<file path="src/common/port_clock_defines.vh">
// Register offsets, field layout and power-state codes for the port clock gating block.
`ifndef PORT_CLOCK_DEFINES_VH
`define PORT_CLOCK_DEFINES_VH

`define RUN_PORT_CLOCK_ENABLES_OFS      12'h108
`define SLEEP_PORT_CLOCK_ENABLES_OFS    12'h118
`define DEEPSLEEP_PORT_CLOCK_ENABLES_OFS 12'h128
`define RUN_CLOCK_CONFIGURATION_OFS     12'h060
`define IRQ_STATUS_OFS                  12'h200
`define IRQ_MASK_OFS                    12'h204
`define ACCESS_FAULT_INFO_OFS           12'h208

`define ENABLE_RESET                    8'h00
`define ACG_BIT                         27
`define PORT_COUNT                      8

`define PWR_RUN                         2'h0
`define PWR_SLEEP                       2'h1
`define PWR_DEEPSLEEP                   2'h2

`define IRQ_BIT_FAULT                   0
`define IRQ_BIT_CHANGE                  1
`define IRQ_WIDTH                       2

`endif

</file>
<file path="src/design/port_clock_gating.v">
// Clock gating control for eight general-purpose port units, with register port and fault check.
// Functional notes
// - A port whose active enable bit is one gets a clock; otherwise it stays unclocked.
// - Bus access to a port whose clock is gated off returns a bus fault.
// - Reset clears all run and sleep enable bits, leaving every port unclocked.
// - In run state the enables come from the run register at 0x108.
// - Sleep uses the sleep register at 0x118; deep sleep uses its own register.
// - Sleep and deep-sleep registers apply only when automatic gating is selected.
// - Bit 0 enables port A, up to bit 7 for port H.
// - Bits 8 to 31 read zero and ignore writes.
`include "port_clock_defines.vh"
module port_clock_gating #(
   parameter PORTS = `PORT_COUNT
) (
   input  wire             sys_clk_i,
   input  wire             rst_b_i,
   input  wire [11:0]      reg_addr_i,
   input  wire [31:0]      reg_wdata_i,
   input  wire             reg_write_i,
   input  wire             reg_read_i,
   output reg  [31:0]      reg_rdata_o,
   input  wire [1:0]       power_state_i,
   input  wire             port_access_i,
   input  wire [2:0]       port_select_i,
   output reg              bus_fault_o,
   output wire [PORTS-1:0] port_enable_o,
   output wire [PORTS-1:0] port_clk_o,
   output wire             irq_o
);
   reg  [PORTS-1:0]      run_en_reg;
   reg  [PORTS-1:0]      sleep_en_reg;
   reg  [PORTS-1:0]      deep_en_reg;
   reg                   acg_reg;
   reg  [`IRQ_WIDTH-1:0] irq_status_reg;
   reg  [`IRQ_WIDTH-1:0] irq_mask_reg;
   reg  [2:0]            fault_port_reg;
   reg  [PORTS-1:0]      active_prev_reg;
   reg  [31:0]           rdata_next;
   wire [PORTS-1:0]      active_en;
   wire                  fault_now;
   wire                  change_now;
   wire [`IRQ_WIDTH-1:0] irq_events;
   wire [`IRQ_WIDTH-1:0] irq_clear;

   function hit;
      input [11:0] addr;
      input [11:0] ofs;
      begin
         hit = (addr == ofs);
      end
   endfunction

   enable_select #(
      .PORTS(PORTS)
   ) u_select (
      .power_state_i (power_state_i),
      .auto_gating_i (acg_reg),
      .run_en_i      (run_en_reg),
      .sleep_en_i    (sleep_en_reg),
      .deep_en_i     (deep_en_reg),
      .active_en_o   (active_en)
   );

   genvar g;
   generate
      for (g = 0; g < PORTS; g = g + 1) begin : gen_gate
         glitch_free_clock_gate u_gate (
            .clk_i       (sys_clk_i),
            .rst_b_i     (rst_b_i),
            .enable_i    (active_en[g]),
            .gated_clk_o (port_clk_o[g])
         );
      end
   endgenerate

   assign port_enable_o = active_en;

   // A fault is signalled combinationally beside the access so the bus can end it at once.
   assign fault_now = port_access_i & ~active_en[port_select_i];
   always @* begin
      bus_fault_o = fault_now;
   end

   assign change_now = (active_prev_reg != active_en);
   assign irq_events = {change_now, fault_now};
   assign irq_clear  = (reg_write_i && hit(reg_addr_i, `IRQ_STATUS_OFS)) ?
                       reg_wdata_i[`IRQ_WIDTH-1:0] : {`IRQ_WIDTH{1'b0}};

   always @(posedge sys_clk_i or negedge rst_b_i) begin
      if (!rst_b_i) begin
         run_en_reg      <= `ENABLE_RESET;
         sleep_en_reg    <= `ENABLE_RESET;
         deep_en_reg     <= `ENABLE_RESET;
         acg_reg         <= 1'b0;
         irq_mask_reg    <= {`IRQ_WIDTH{1'b0}};
         irq_status_reg  <= {`IRQ_WIDTH{1'b0}};
         fault_port_reg  <= 3'h0;
         active_prev_reg <= `ENABLE_RESET;
      end else begin
         active_prev_reg <= active_en;
         // Set wins over a clear in the same cycle so no event is lost.
         irq_status_reg  <= (irq_status_reg & ~irq_clear) | irq_events;
         if (fault_now) begin
            fault_port_reg <= port_select_i;
         end
         if (reg_write_i) begin
            if (hit(reg_addr_i, `RUN_PORT_CLOCK_ENABLES_OFS)) begin
               run_en_reg <= reg_wdata_i[PORTS-1:0];
            end
            if (hit(reg_addr_i, `SLEEP_PORT_CLOCK_ENABLES_OFS)) begin
               sleep_en_reg <= reg_wdata_i[PORTS-1:0];
            end
            if (hit(reg_addr_i, `DEEPSLEEP_PORT_CLOCK_ENABLES_OFS)) begin
               deep_en_reg <= reg_wdata_i[PORTS-1:0];
            end
            if (hit(reg_addr_i, `RUN_CLOCK_CONFIGURATION_OFS)) begin
               acg_reg <= reg_wdata_i[`ACG_BIT];
            end
            if (hit(reg_addr_i, `IRQ_MASK_OFS)) begin
               irq_mask_reg <= reg_wdata_i[`IRQ_WIDTH-1:0];
            end
         end
      end
   end

   always @* begin
      rdata_next = 32'h0000_0000;
      if (reg_read_i) begin
         if (hit(reg_addr_i, `RUN_PORT_CLOCK_ENABLES_OFS)) begin
            rdata_next[PORTS-1:0] = run_en_reg;
         end else if (hit(reg_addr_i, `SLEEP_PORT_CLOCK_ENABLES_OFS)) begin
            rdata_next[PORTS-1:0] = sleep_en_reg;
         end else if (hit(reg_addr_i, `DEEPSLEEP_PORT_CLOCK_ENABLES_OFS)) begin
            rdata_next[PORTS-1:0] = deep_en_reg;
         end else if (hit(reg_addr_i, `RUN_CLOCK_CONFIGURATION_OFS)) begin
            rdata_next[`ACG_BIT] = acg_reg;
         end else if (hit(reg_addr_i, `IRQ_STATUS_OFS)) begin
            rdata_next[`IRQ_WIDTH-1:0] = irq_status_reg;
         end else if (hit(reg_addr_i, `IRQ_MASK_OFS)) begin
            rdata_next[`IRQ_WIDTH-1:0] = irq_mask_reg;
         end else if (hit(reg_addr_i, `ACCESS_FAULT_INFO_OFS)) begin
            rdata_next[2:0]         = fault_port_reg;
            rdata_next[PORTS+7:8]   = active_en;
         end
      end
   end

   always @(posedge sys_clk_i or negedge rst_b_i) begin
      if (!rst_b_i) begin
         reg_rdata_o <= 32'h0000_0000;
      end else begin
         reg_rdata_o <= rdata_next;
      end
   end

   assign irq_o = |(irq_status_reg & irq_mask_reg);
endmodule // port_clock_gating

</file>
<file path="src/design/glitch_free_clock_gate.v">
// Clock gate whose enable is retimed on the falling edge, so it only changes while the source clock is low.
module glitch_free_clock_gate (
   input  wire clk_i,
   input  wire rst_b_i,
   input  wire enable_i,
   output wire gated_clk_o
);
   reg enable_reg;

   // A falling-edge flop replaces the usual low-transparent latch: the enable is frozen through the
   // high phase just the same, and no process is left half combinational.
   always @(negedge clk_i or negedge rst_b_i) begin
      if (!rst_b_i) begin
         enable_reg <= 1'b0;
      end else begin
         enable_reg <= enable_i;
      end
   end

   assign gated_clk_o = clk_i & enable_reg;
endmodule // glitch_free_clock_gate

</file>
<file path="src/design/enable_select.v">
// Chooses which set of port enables applies in the current power state.
`include "port_clock_defines.vh"
module enable_select #(
   parameter PORTS = `PORT_COUNT
) (
   input  wire [1:0]       power_state_i,
   input  wire             auto_gating_i,
   input  wire [PORTS-1:0] run_en_i,
   input  wire [PORTS-1:0] sleep_en_i,
   input  wire [PORTS-1:0] deep_en_i,
   output reg  [PORTS-1:0] active_en_o
);
   always @* begin
      active_en_o = run_en_i;
      if (auto_gating_i) begin
         case (power_state_i)
            `PWR_SLEEP:     active_en_o = sleep_en_i;
            `PWR_DEEPSLEEP: active_en_o = deep_en_i;
            default:        active_en_o = run_en_i;
         endcase
      end
   end
endmodule // enable_select

</file>
<file path="config.mk">
export PLATFORM = sky130hd
export DESIGN_NAME = port_clock_gating
export DESIGN_NICKNAME = d
export VERILOG_FILES = /design/src/design/port_clock_gating.v /design/src/design/glitch_free_clock_gate.v /design/src/design/enable_select.v
export VERILOG_INCLUDE_DIRS = /design/src /design/src/common
export SDC_FILE = /design/constraint.sdc
export NUM_CORES = 1
export LEC_CHECK = 0
export ABC_AREA = 1
export BUFFER_PORTS_ARGS = -buffer_cell sky130_fd_sc_hd__buf_4
export CORE_MARGIN = 5
export CORE_UTILIZATION = 34
export DETAILED_ROUTE_END_ITERATION = 8
export PLACE_DENSITY_LB_ADDON = 0.15
export SLEW_MARGIN = 30
export SYNTH_ARGS = -nofsm -noshare
export SYNTH_HDL_FRONTEND = slang
export SYNTH_HIERARCHICAL = 1
export SYNTH_SLANG_ARGS = --single-unit
export TNS_END_PERCENT = 10
</file>
<file path="constraint.sdc">
create_clock -name sys_clk_i -period 1.96 [get_ports sys_clk_i]
set_input_delay 0 -clock sys_clk_i [delete_from_list [all_inputs] [get_ports sys_clk_i]]
set_output_delay 0 -clock sys_clk_i [all_outputs]
set_load 0.02 [all_outputs]
</file>
==> results.ini, run 1 <==
[final_layout]
largest_reg_flops = 17
final_cell_mix = 89 x nand2_1, 74 x buf_4, 57 x dfrtp_1
areaGrowthSynthToFinish_pct = 40.71
layout_commonest_cell = nand2_1
largest-register = reg_rdata_o
num_antenna_cells = 0
nNetsFinal = 566
num-fill-cells = 924
fin_area_um2 = 4567
drive_above_1_share_pct = 28.74

[worst_setup_path]
rr_startpoint = acg_reg
path_class = register to output pin
crit_path_max_fanout = 1
cp.arrival_ps = 2060
critical_path_required_ps = 1960
crit_path_start_kind = register
critPathLaunch = gen_gate[6].u_gate/enable_reg
crit_path_end_kind = output pin

[power]
power.density_nw_per_um2 = 655.1
p_clk_share_pct = 45.5
p_int_w = 0.002218
p_seq_share_pct = 45.5
switching_power_w = 0.0007738
combPwrFrac_pct = 8.9
peakVddDrop_uv = 295.8
power_w = 0.002992
p_leak_nw = 2.493
p_sw_share_pct = 25.87

[sta]
finalMaxSlewViolations = 0
hold_viol = 0
tns_ps = -884.3
fin_crit_sh_pct = 105.0
report.final.setup_viol = 19
skew_ps = 11.51
final.setup.worst_slack_ps = -98.70
rsz0062_at_grt = true
final.min_clock_period_ps = 2059
fmax_mhz = 486.9

[floorplanning]
die_w_um = 107.7
initial_core_util_pct = 34.96
die_y_um = 107.7
die_area_um2 = 11600
core-area_um2 = 9284
num_rows = 35
boundaryPins = 104

[run_status]
violations = negative setup slack
status = complete, but fails checks

[synth]
async_reset_ff_share_pct = 100.0
synth-main-ff-cell = dfrtp_1
synth-edff-count = 0
synth_area_um2 = 3246
ys_ff_latch = 65
synth.distinct_cells = 32
synth_warnings = 6
ys_seq_area_share_pct = 50.12
avgSynthCellArea_um2 = 8.322
syn_inst = 390

[global_route]
grt_pass1_vias = 2968
met3_usage_pct = 6.239
gr-total-overflow = 0
grt_usage_pct = 15.64
grt_max_degree = 39
use_met2_pct = 24.07
grt-busiest-layer = met2
grtUsageMet1_pct = 19.07
grt_first_pass_wirelength_mm = 14.06
antenna_found_initial = 0

[detailed_routing]
vias_per_cell = 4.497
drtAntennaViolNets = 0
wl_per_cell_um = 13.18
num_vias = 2896
drt-initial-drc-count = 72
routed_wl_mm = 8.489
dr.pass1.iters = 6
post-route-drc-count = 0

[place]
place.gp.congestion = 0.8161
hpwl_mm = 6.291
dpl_cell_area_um2 = 3882
port_buffers = 65
dp_slack_ps = -95.78

[clock_network]
clk_pin_slew_ps = 80
clk-insertion-delay-late_ps = 450
cts_tree = done

[flow_run]
drv_cap = 0

[min_path]
hold_path.class = input pin to async pin

## kinds of logic after synthesis
logic type      Yosys count  share of synthesized area, %
xor+xnor                  8                         2.159
fa+ha+maj                 2                        0.7709
mux                       1                        0.3469
compound gates           51                         8.559
simple gates            189                         27.22
other cells               1                        0.1155
buf+inv                  73                         10.72
flops                    65                         50.12
## routing by layer
layer,vias to the layer above,wire length [µm]
met5,-,0
met4,0,102
met3,15,532
met2,78,4065
met1,1365,3789
li1,1438,-
## repair_timing
| item | CTS | global route |
|---|---|---|
| gates resized for setup | 21 | 13 |
| pin swaps | 2 | 8 |
| hold endpoints to repair | 97 | 0 |
| setup buffers | 1 | 9 |
| hold buffers | 27 | 0 |
| endpoints found under the setup margin | 18 | 27 |
## critical path, stage by stage (launching register included)
cell     delay [ps]
dfrtn_1         420
nand2_2          60
inv_2            50
buf_6           100
## per-stage QoR
stage | utilization, % | cells | hold slack (ps)
floorplan | - | 404 | -295.6
global placement | 41.82 | 587 | -60.88
detailed placement | 41.82 | 587 | -59.83
CTS | 47.99 | 635 | 0.6367
global route | 49.19 | 644 | 26.60
finish | 49.19 | 644 | 10.49
## path summary, 6_finish.rpt
check                                                 to  cells past startpoint  slack (ps)
max in group asynchronous  gen_gate[7].u_gate/enable_reg                      2         780
hold / removal                        active_prev_reg[5]                      2          10
hold reg to reg                        fault_port_reg[2]                      2         510
setup / recovery                           port_clk_o[6]                      3        -100
min in group sys_clk_i                   reg_rdata_o[27]                      6          20
setup reg to reg           gen_gate[7].u_gate/enable_reg                      5         -70
## cell type report
cell class / count / area (µm²) / area share (%)
flip-flops and latches: 65 / 1627 / 35.62
clock inverters: 10 / 42.54 / 0.9315
well taps: 129 / 161.4 / 3.534
inverters: 44 / 165.2 / 3.616
clock buffers: 26 / 319.1 / 6.986
repair buffers: 104 / 859.6 / 18.82
multi-input cells: 266 / 1393 / 30.49
## synthesized netlist by cell type, types with 3 or more instances
library cell	instances	area share, %
a21oi_1	10	1.5
buf_4	15	3.5
dfrtn_1	8	6.2
dfrtp_1	57	44
inv_1	46	5.3
inv_2	6	0.69
nand2_1	95	11
nand2_2	4	0.77
nand2_4	3	1.0
nand3_1	20	3.1
nand4_1	4	0.77
nor2_1	44	5.1
nor2_4	3	1.0
nor3_1	4	0.62
nor3b_1	6	1.4
o211ai_1	7	1.6
o21ai_0	16	2.5
o21ai_1	16	2.5
xnor2_1	6	1.6
## power by group through the flow
stage	Combinational (W)	Clock [W]	Sequential (W)
2_1_floorplan	0.000131	0.00000278	0.00139
3_3_place_gp	0.000220	0.00000467	0.00139
3_5_place_dp	0.000222	0.00000467	0.00139
4_1_cts	0.000262	0.00140	0.00136
5_1_grt	0.000299	0.00147	0.00136
6_report	0.000267	0.00136	0.00136
Note: power is estimated with default switching activity, not from simulation.
==> inputs of run 2 (changes only) <==
Settings changed: SETUP_SLACK_MARGIN set to 0.2.
==> run 2 against run 1 <==
  * The flow still finishes with violations (negative setup slack)
  * Worst setup slack better by 11 ps
  * Routed wire length rose by 0.54%
  * Combinational power up 3%
  * Fmax rose by 0.31%
  * Via count fell by 1.3%
  * Design area is 4.5% higher
  * Sequential share of layout area is 1.5 points lower
  * Largest cell class unchanged
  * Highest routed layer unchanged
==> results.ini, run 2 (synthesis results as in run 1) <==
[run_status]
status = complete, but fails checks
violations = negative setup slack

[floorplanning]
num_rows = 35  ; unchanged
initial_core_util_pct = 34.96  ; unchanged
die_area_um2 = 11600  ; unchanged
die_w_um = 107.7  ; unchanged
boundaryPins = 104  ; unchanged
die_y_um = 107.7  ; unchanged
core-area_um2 = 9284  ; unchanged

[global_route]
antenna_found_initial = 0  ; unchanged
grt_first_pass_wirelength_mm = 14.23  ; +1.3%
grt_max_degree = 48  ; +23%
grt_usage_pct = 15.93  ; +0.29 points
gr-total-overflow = 0  ; unchanged
grt_pass1_vias = 2938  ; -1.0%

[final_layout]
areaGrowthSynthToFinish_pct = 47.03
num_antenna_cells = 0  ; unchanged
drive_above_1_share_pct = 33.46  ; +4.7 points
largest_reg_flops = 17  ; unchanged
final_cell_mix = 83 x nand2_1, 77 x buf_4, 57 x dfrtp_1
fin_cells = 652  ; +1.2%
layout_commonest_cell = nand2_1
largest-register = reg_rdata_o
fin_area_um2 = 4772  ; +4.5%
nNetsFinal = 574  ; +1.4%

[sta]
slew-limit-headroom_pct = 60.15
report.final.setup_viol = 21  ; +2
worst_pin_slew_ps = 597.7
skew_ps = 6.898  ; -4.613 ps
hold_viol = 0  ; unchanged
fin_crit_sh_pct = 104.5  ; -0.56 points
rsz0062_at_grt = true
final.min_clock_period_ps = 2048  ; -11.04 ps
finalMaxSlewViolations = 0  ; unchanged
tns_ps = -874.9  ; +9.345 ps
fmax_mhz = 488.4  ; +0.31%
final.setup.worst_slack_ps = -87.66  ; +11.04 ps

[clock_network]
clk-insertion-delay-late_ps = 450  ; about the same
cts_tree = done
clk_pin_slew_ps = 70  ; about the same

[detailed_routing]
drtAntennaViolNets = 0  ; unchanged
dr.pass1.iters = 4  ; -2
drt-initial-drc-count = 113  ; +57%
routed_wl_mm = 8.535  ; +0.54%
wl_per_cell_um = 13.09  ; -0.69%
post-route-drc-count = 0  ; unchanged
num_vias = 2859  ; -1.3%
vias_per_cell = 4.385  ; -2.5%

[worst_setup_path]
r2r_end = gen_gate[6].u_gate/enable_reg
cp.arrival_ps = 2050  ; about the same
path_class = register to output pin
crit_path_start_kind = register
crit_path_max_fanout = 8  ; +7
rr_startpoint = acg_reg
critical_path_required_ps = 1960  ; about the same
rr_worst_depth = 6  ; +1
rrSetupSlack_ps = -70  ; about the same
crit_path_end_kind = output pin

[place]
place.gp.congestion = 0.8668  ; +6.2%
placedCellCount = 593  ; +1.0%
dp_slack_ps = -107.6  ; -11.78 ps
port_buffers = 65  ; unchanged
dpl_cell_area_um2 = 3968  ; +2.2%
hpwl_mm = 6.219  ; -1.1%

[power]
peakVddDrop_uv = 287.7  ; -2.7%
power.density_nw_per_um2 = 642.8  ; -1.9%
p_leak_nw = 2.560  ; +2.7%
power_w = 0.003067  ; +2.5%

[min_path]
hold_depth = 6
worst_hold_startpoint = reg_addr_i[3]
hold_path.class = input pin to register
worstHoldEndpoint = reg_rdata_o[27]

[flow_run]
drv_cap = 0  ; unchanged

## run 2: changes by cell type in the layout (fill, tap and decap cells not counted), moves of 3 or more
cell	change
buf_4	+3
inv_1	-3
nand2_1	-6
nand2_2	+7
nand2_4	-3
nor2_1	-8
nor2_4	+8
## run 2: per-layer routing
layer | up-vias | part of all wire, % | GRT usage, %
met3 | 9 | 7.6 | 6.599
met5 | - | 0 | 0
li1 | 1457 | - | -
met1 | 1304 | 44 | 19.98
met4 | 0 | 0.83 | 7.033
met2 | 89 | 47 | 23.93
## run 2: worst max path at each step
stage | start | to | cells past startpoint
after floorplan | acg_reg | gen_gate[6].u_gate/enable_reg | 5
after global placement | power_state_i[0] | gen_gate[7].u_gate/enable_reg | 7
after detailed placement | power_state_i[0] | gen_gate[6].u_gate/enable_reg | 7
after CTS | acg_reg | bus_fault_o | 12
after global routing | acg_reg | bus_fault_o | 14
final | acg_reg | bus_fault_o | 14
## run 2: repair_timing
action,CTS,global route
hold buffers,29,0
resized for setup,29,32
pin swaps,9,21
hold endpoints to repair,98,0
setup endpoints to repair,30,40
setup buffers,4,6
## run 2: final cells by class
class	count	area, µm²
Multi-Input combinational cell	266	1493
Inverter	44	170.2
Clock buffer	23	286.5
Timing Repair Buffer	112	949.7
Tap cell	129	161.4
Clock inverter	13	85.08
Fill cell	921	4512
Sequential cell	65	1627
## run 2: stage by stage
step / util (%) / hold slack, ps
2_1_floorplan: - / -295.6
3_3_place_gp: 42.74 / -108.1
3_5_place_dp: 42.74 / -104.4
4_1_cts: 49.82 / -0.2948
5_1_grt: 51.40 / 48.54
6_report: 51.40 / 24.47
## run 2: power breakdown
group | total, W | internal, W | switching, W | leakage [nW]
Sequential | 0.00136 | 0.00135 | 0.00000773 | 0.892
Clock | 0.00143 | 0.000802 | 0.000627 | 0.249
Combinational | 0.000276 | 0.000117 | 0.000160 | 1.42
Total | 0.00307 | 0.00227 | 0.000794 | 2.56
## run 2: worst max-delay path, stage by stage (launching register included)
cell and delay (ps):
dfrtp_1 400, inv_2 60, nor2_4 100, buf_12 150, nor2_4 40, nor2_4 110
buf_6 110, inv_2 40, a21oi_2 90, o21ai_1 70, nand2_1 60, inv_1 40
nor2_2 130, nor2_2 70, buf_6 130
==> inputs of run 3 (changes only) <==
--- a/config.mk
+++ b/config.mk
@@ -14,5 +14,5 @@
 export PLACE_DENSITY_LB_ADDON = 0.15
 export SETUP_SLACK_MARGIN = 0.2
-export SLEW_MARGIN = 30
+export SLEW_MARGIN = 20
 export SYNTH_ARGS = -nofsm -noshare
 export SYNTH_HDL_FRONTEND = slang
==> constraint.sdc (replaced) <==
create_clock -name sys_clk_i -period 2.5 [get_ports sys_clk_i]
set_input_delay 0.375 -clock sys_clk_i [delete_from_list [all_inputs] [get_ports sys_clk_i]]
set_output_delay 0.375 -clock sys_clk_i [all_outputs]
set_load 0.02 [all_outputs]
==> run 3 against run 2 <==
  * The flow still finishes with violations (negative setup slack)
  * Sequential share of layout area grew 2.6 points
  * Register-to-register slack gained 280 ps
  * Routed wire length shrank 3.6%
  * Final cell count shrank 6.6%
  * Worst hold slack gained 150 ps
  * Clock-buffer cell count shrank 2
  * Total power shrank 10%
  * Critical endpoint is now port_clk_o[0]
  * Highest routed layer unchanged
==> results.ini, run 3 (synthesis results as in run 1) <==
[run_status]
status = complete, but fails checks
violations = negative setup slack

[detailed_routing]
wl_per_cell_um = 13.51  ; +3.2%
drt-initial-drc-count = 125  ; +11%
vias_per_cell = 4.471  ; +2.0%
routed_wl_mm = 8.228  ; -3.6%
post-route-drc-count = 0  ; unchanged
num_vias = 2723  ; -4.8%
dr.pass1.iters = 4  ; unchanged
drtAntennaViolNets = 0  ; unchanged

[final_layout]
drive_above_1_share_pct = 30.63  ; -2.8 points
multi_input_area_um2 = 1478  ; -1.0%
largest-register = reg_rdata_o
num_antenna_cells = 0  ; unchanged
final_cell_mix = 91 x nand2_1, 67 x buf_4, 57 x dfrtp_1
num-fill-cells = 918  ; -0.33%
areaGrowthSynthToFinish_pct = 36.51
largest_reg_flops = 17  ; unchanged
area.sequential_um2 = 1627  ; unchanged
nNetsFinal = 531  ; -7.5%
layout_commonest_cell = nand2_1

[worst_setup_path]
rr_worst_depth = 5  ; -1
rrSetupSlack_ps = 210  ; +280 ps
crit_path_end_kind = output pin
path_cells = nand2_1, inv_1, buf_6
crit_path_max_fanout = 1  ; -7
r2r_end = gen_gate[6].u_gate/enable_reg
rr_startpoint = acg_reg
cp.arrival_ps = 2310  ; +260 ps
slowest_delay_ps = 390  ; about the same
critical_path_required_ps = 2120  ; +160 ps
critPathSlowestCell = dfrtn_1
crit_path_start_kind = register
path_class = register to output pin

[global_route]
grt_usage_pct = 15.32  ; -0.61 points
antenna_found_initial = 0  ; unchanged
gr-total-overflow = 0  ; unchanged
grt_pass1_vias = 2789  ; -5.1%
grt_max_degree = 31  ; -35%
grt_first_pass_wirelength_mm = 13.60  ; -4.5%

[power]
p_leak_nw = 2.354  ; -8.0%
peakVddDrop_uv = 255.6  ; -11%
power_w = 0.002761  ; -10%
power.density_nw_per_um2 = 623.2  ; -3.0%

[clock_network]
clk_pin_slew_ps = 70  ; about the same
clk-insertion-delay-late_ps = 440  ; about the same
cts_setup_buffers = 0  ; -4
cts_tree = done

[floorplanning]
die_w_um = 107.7  ; unchanged
die_y_um = 107.7  ; unchanged
boundaryPins = 104  ; unchanged
core-area_um2 = 9284  ; unchanged
num_rows = 35  ; unchanged
die_area_um2 = 11600  ; unchanged
initial_core_util_pct = 34.96  ; unchanged

[min_path]
worstHoldEndpoint = fault_port_reg[2]
hold_depth = 3  ; -3
hold_path.class = input pin to register
worst_hold_startpoint = port_select_i[2]

[sta]
hold_viol = 0  ; unchanged
report.final.setup_viol = 16  ; -24%
rsz0062_at_grt = true
tns_ps = -1394  ; -519.2 ps
finalMaxSlewViolations = 0  ; unchanged
skew_ps = 6.327  ; -0.5717 ps
final.setup.worst_slack_ps = -186.4  ; -98.73 ps

[place]
hpwl_mm = 6.149  ; -1.1%
port_buffers = 65  ; unchanged
place.gp.congestion = 0.8662  ; about the same

[flow_run]
drv_cap = 0  ; unchanged

[run 3: critical path: cells and delay by family, from the launching register on]
kind	cells	cell delay [ps]
buffers and inverters	2	170
flip-flops	1	390
AND/OR/NAND/NOR	1	60
[run 3: report_power, final]
part | switching (W) | internal (W)
combinational | 0.000121 | 0.0000648
sequential | 0.00000504 | 0.00106
clock | 0.000500 | 0.00101
total | 0.000626 | 0.00213
[run 3: worst max path at each step]
stage | startpoint | cells after the start | slack (ps) | to
after floorplan | power_state_i[0] | 7 | 40 | gen_gate[6].u_gate/enable_reg
after global placement | power_state_i[0] | 7 | -160 | gen_gate[6].u_gate/enable_reg
after detailed placement | power_state_i[0] | 7 | -160 | gen_gate[6].u_gate/enable_reg
after CTS | gen_gate[3].u_gate/enable_reg | 3 | -220 | port_clk_o[3]
after global routing | gen_gate[0].u_gate/enable_reg | 3 | -250 | port_clk_o[0]
final | gen_gate[0].u_gate/enable_reg | 3 | -190 | port_clk_o[0]
[run 3: cell type report]
class / count / area share [%]
clock buffer: 21 / 6.072
clock inverter: 15 / 4.434
inverter: 44 / 3.954
multi-input combinational: 266 / 33.35
sequential: 65 / 36.71
tap: 129 / 3.643
timing repair buffer: 69 / 11.83
[run 3: timing repair]
action / CTS / global route
pin swaps: 2 / 0
setup endpoints to repair: 18 / 18
resized for setup: 15 / 5
hold buffers: 1 / 0
endpoints found under the hold margin: 18 / 0
[run 3: stage by stage]
stage	hold slack, ps	cells	area [µm²]	setup slack (ps)	utilization [%]
floorplan	79.41	404	3440	44.99	-
global placement	317.1	588	4019	-160.2	43.29
detailed placement	316.6	588	4019	-161.3	43.29
CTS	165.0	609	4420	-218.9	47.61
global route	176.2	609	4431	-247.6	47.72
finish	179.0	609	4431	-186.4	47.72
[run 3: metal layers]
layer  track usage, %  vias to the layer above  share of wire [%]
li1                 -                     1365                  -
met1            19.34                     1251                 44
met2            22.42                       90                 47
met3            5.099                       17                7.3
met4            9.558                        0                2.2
met5                0                        -                  0
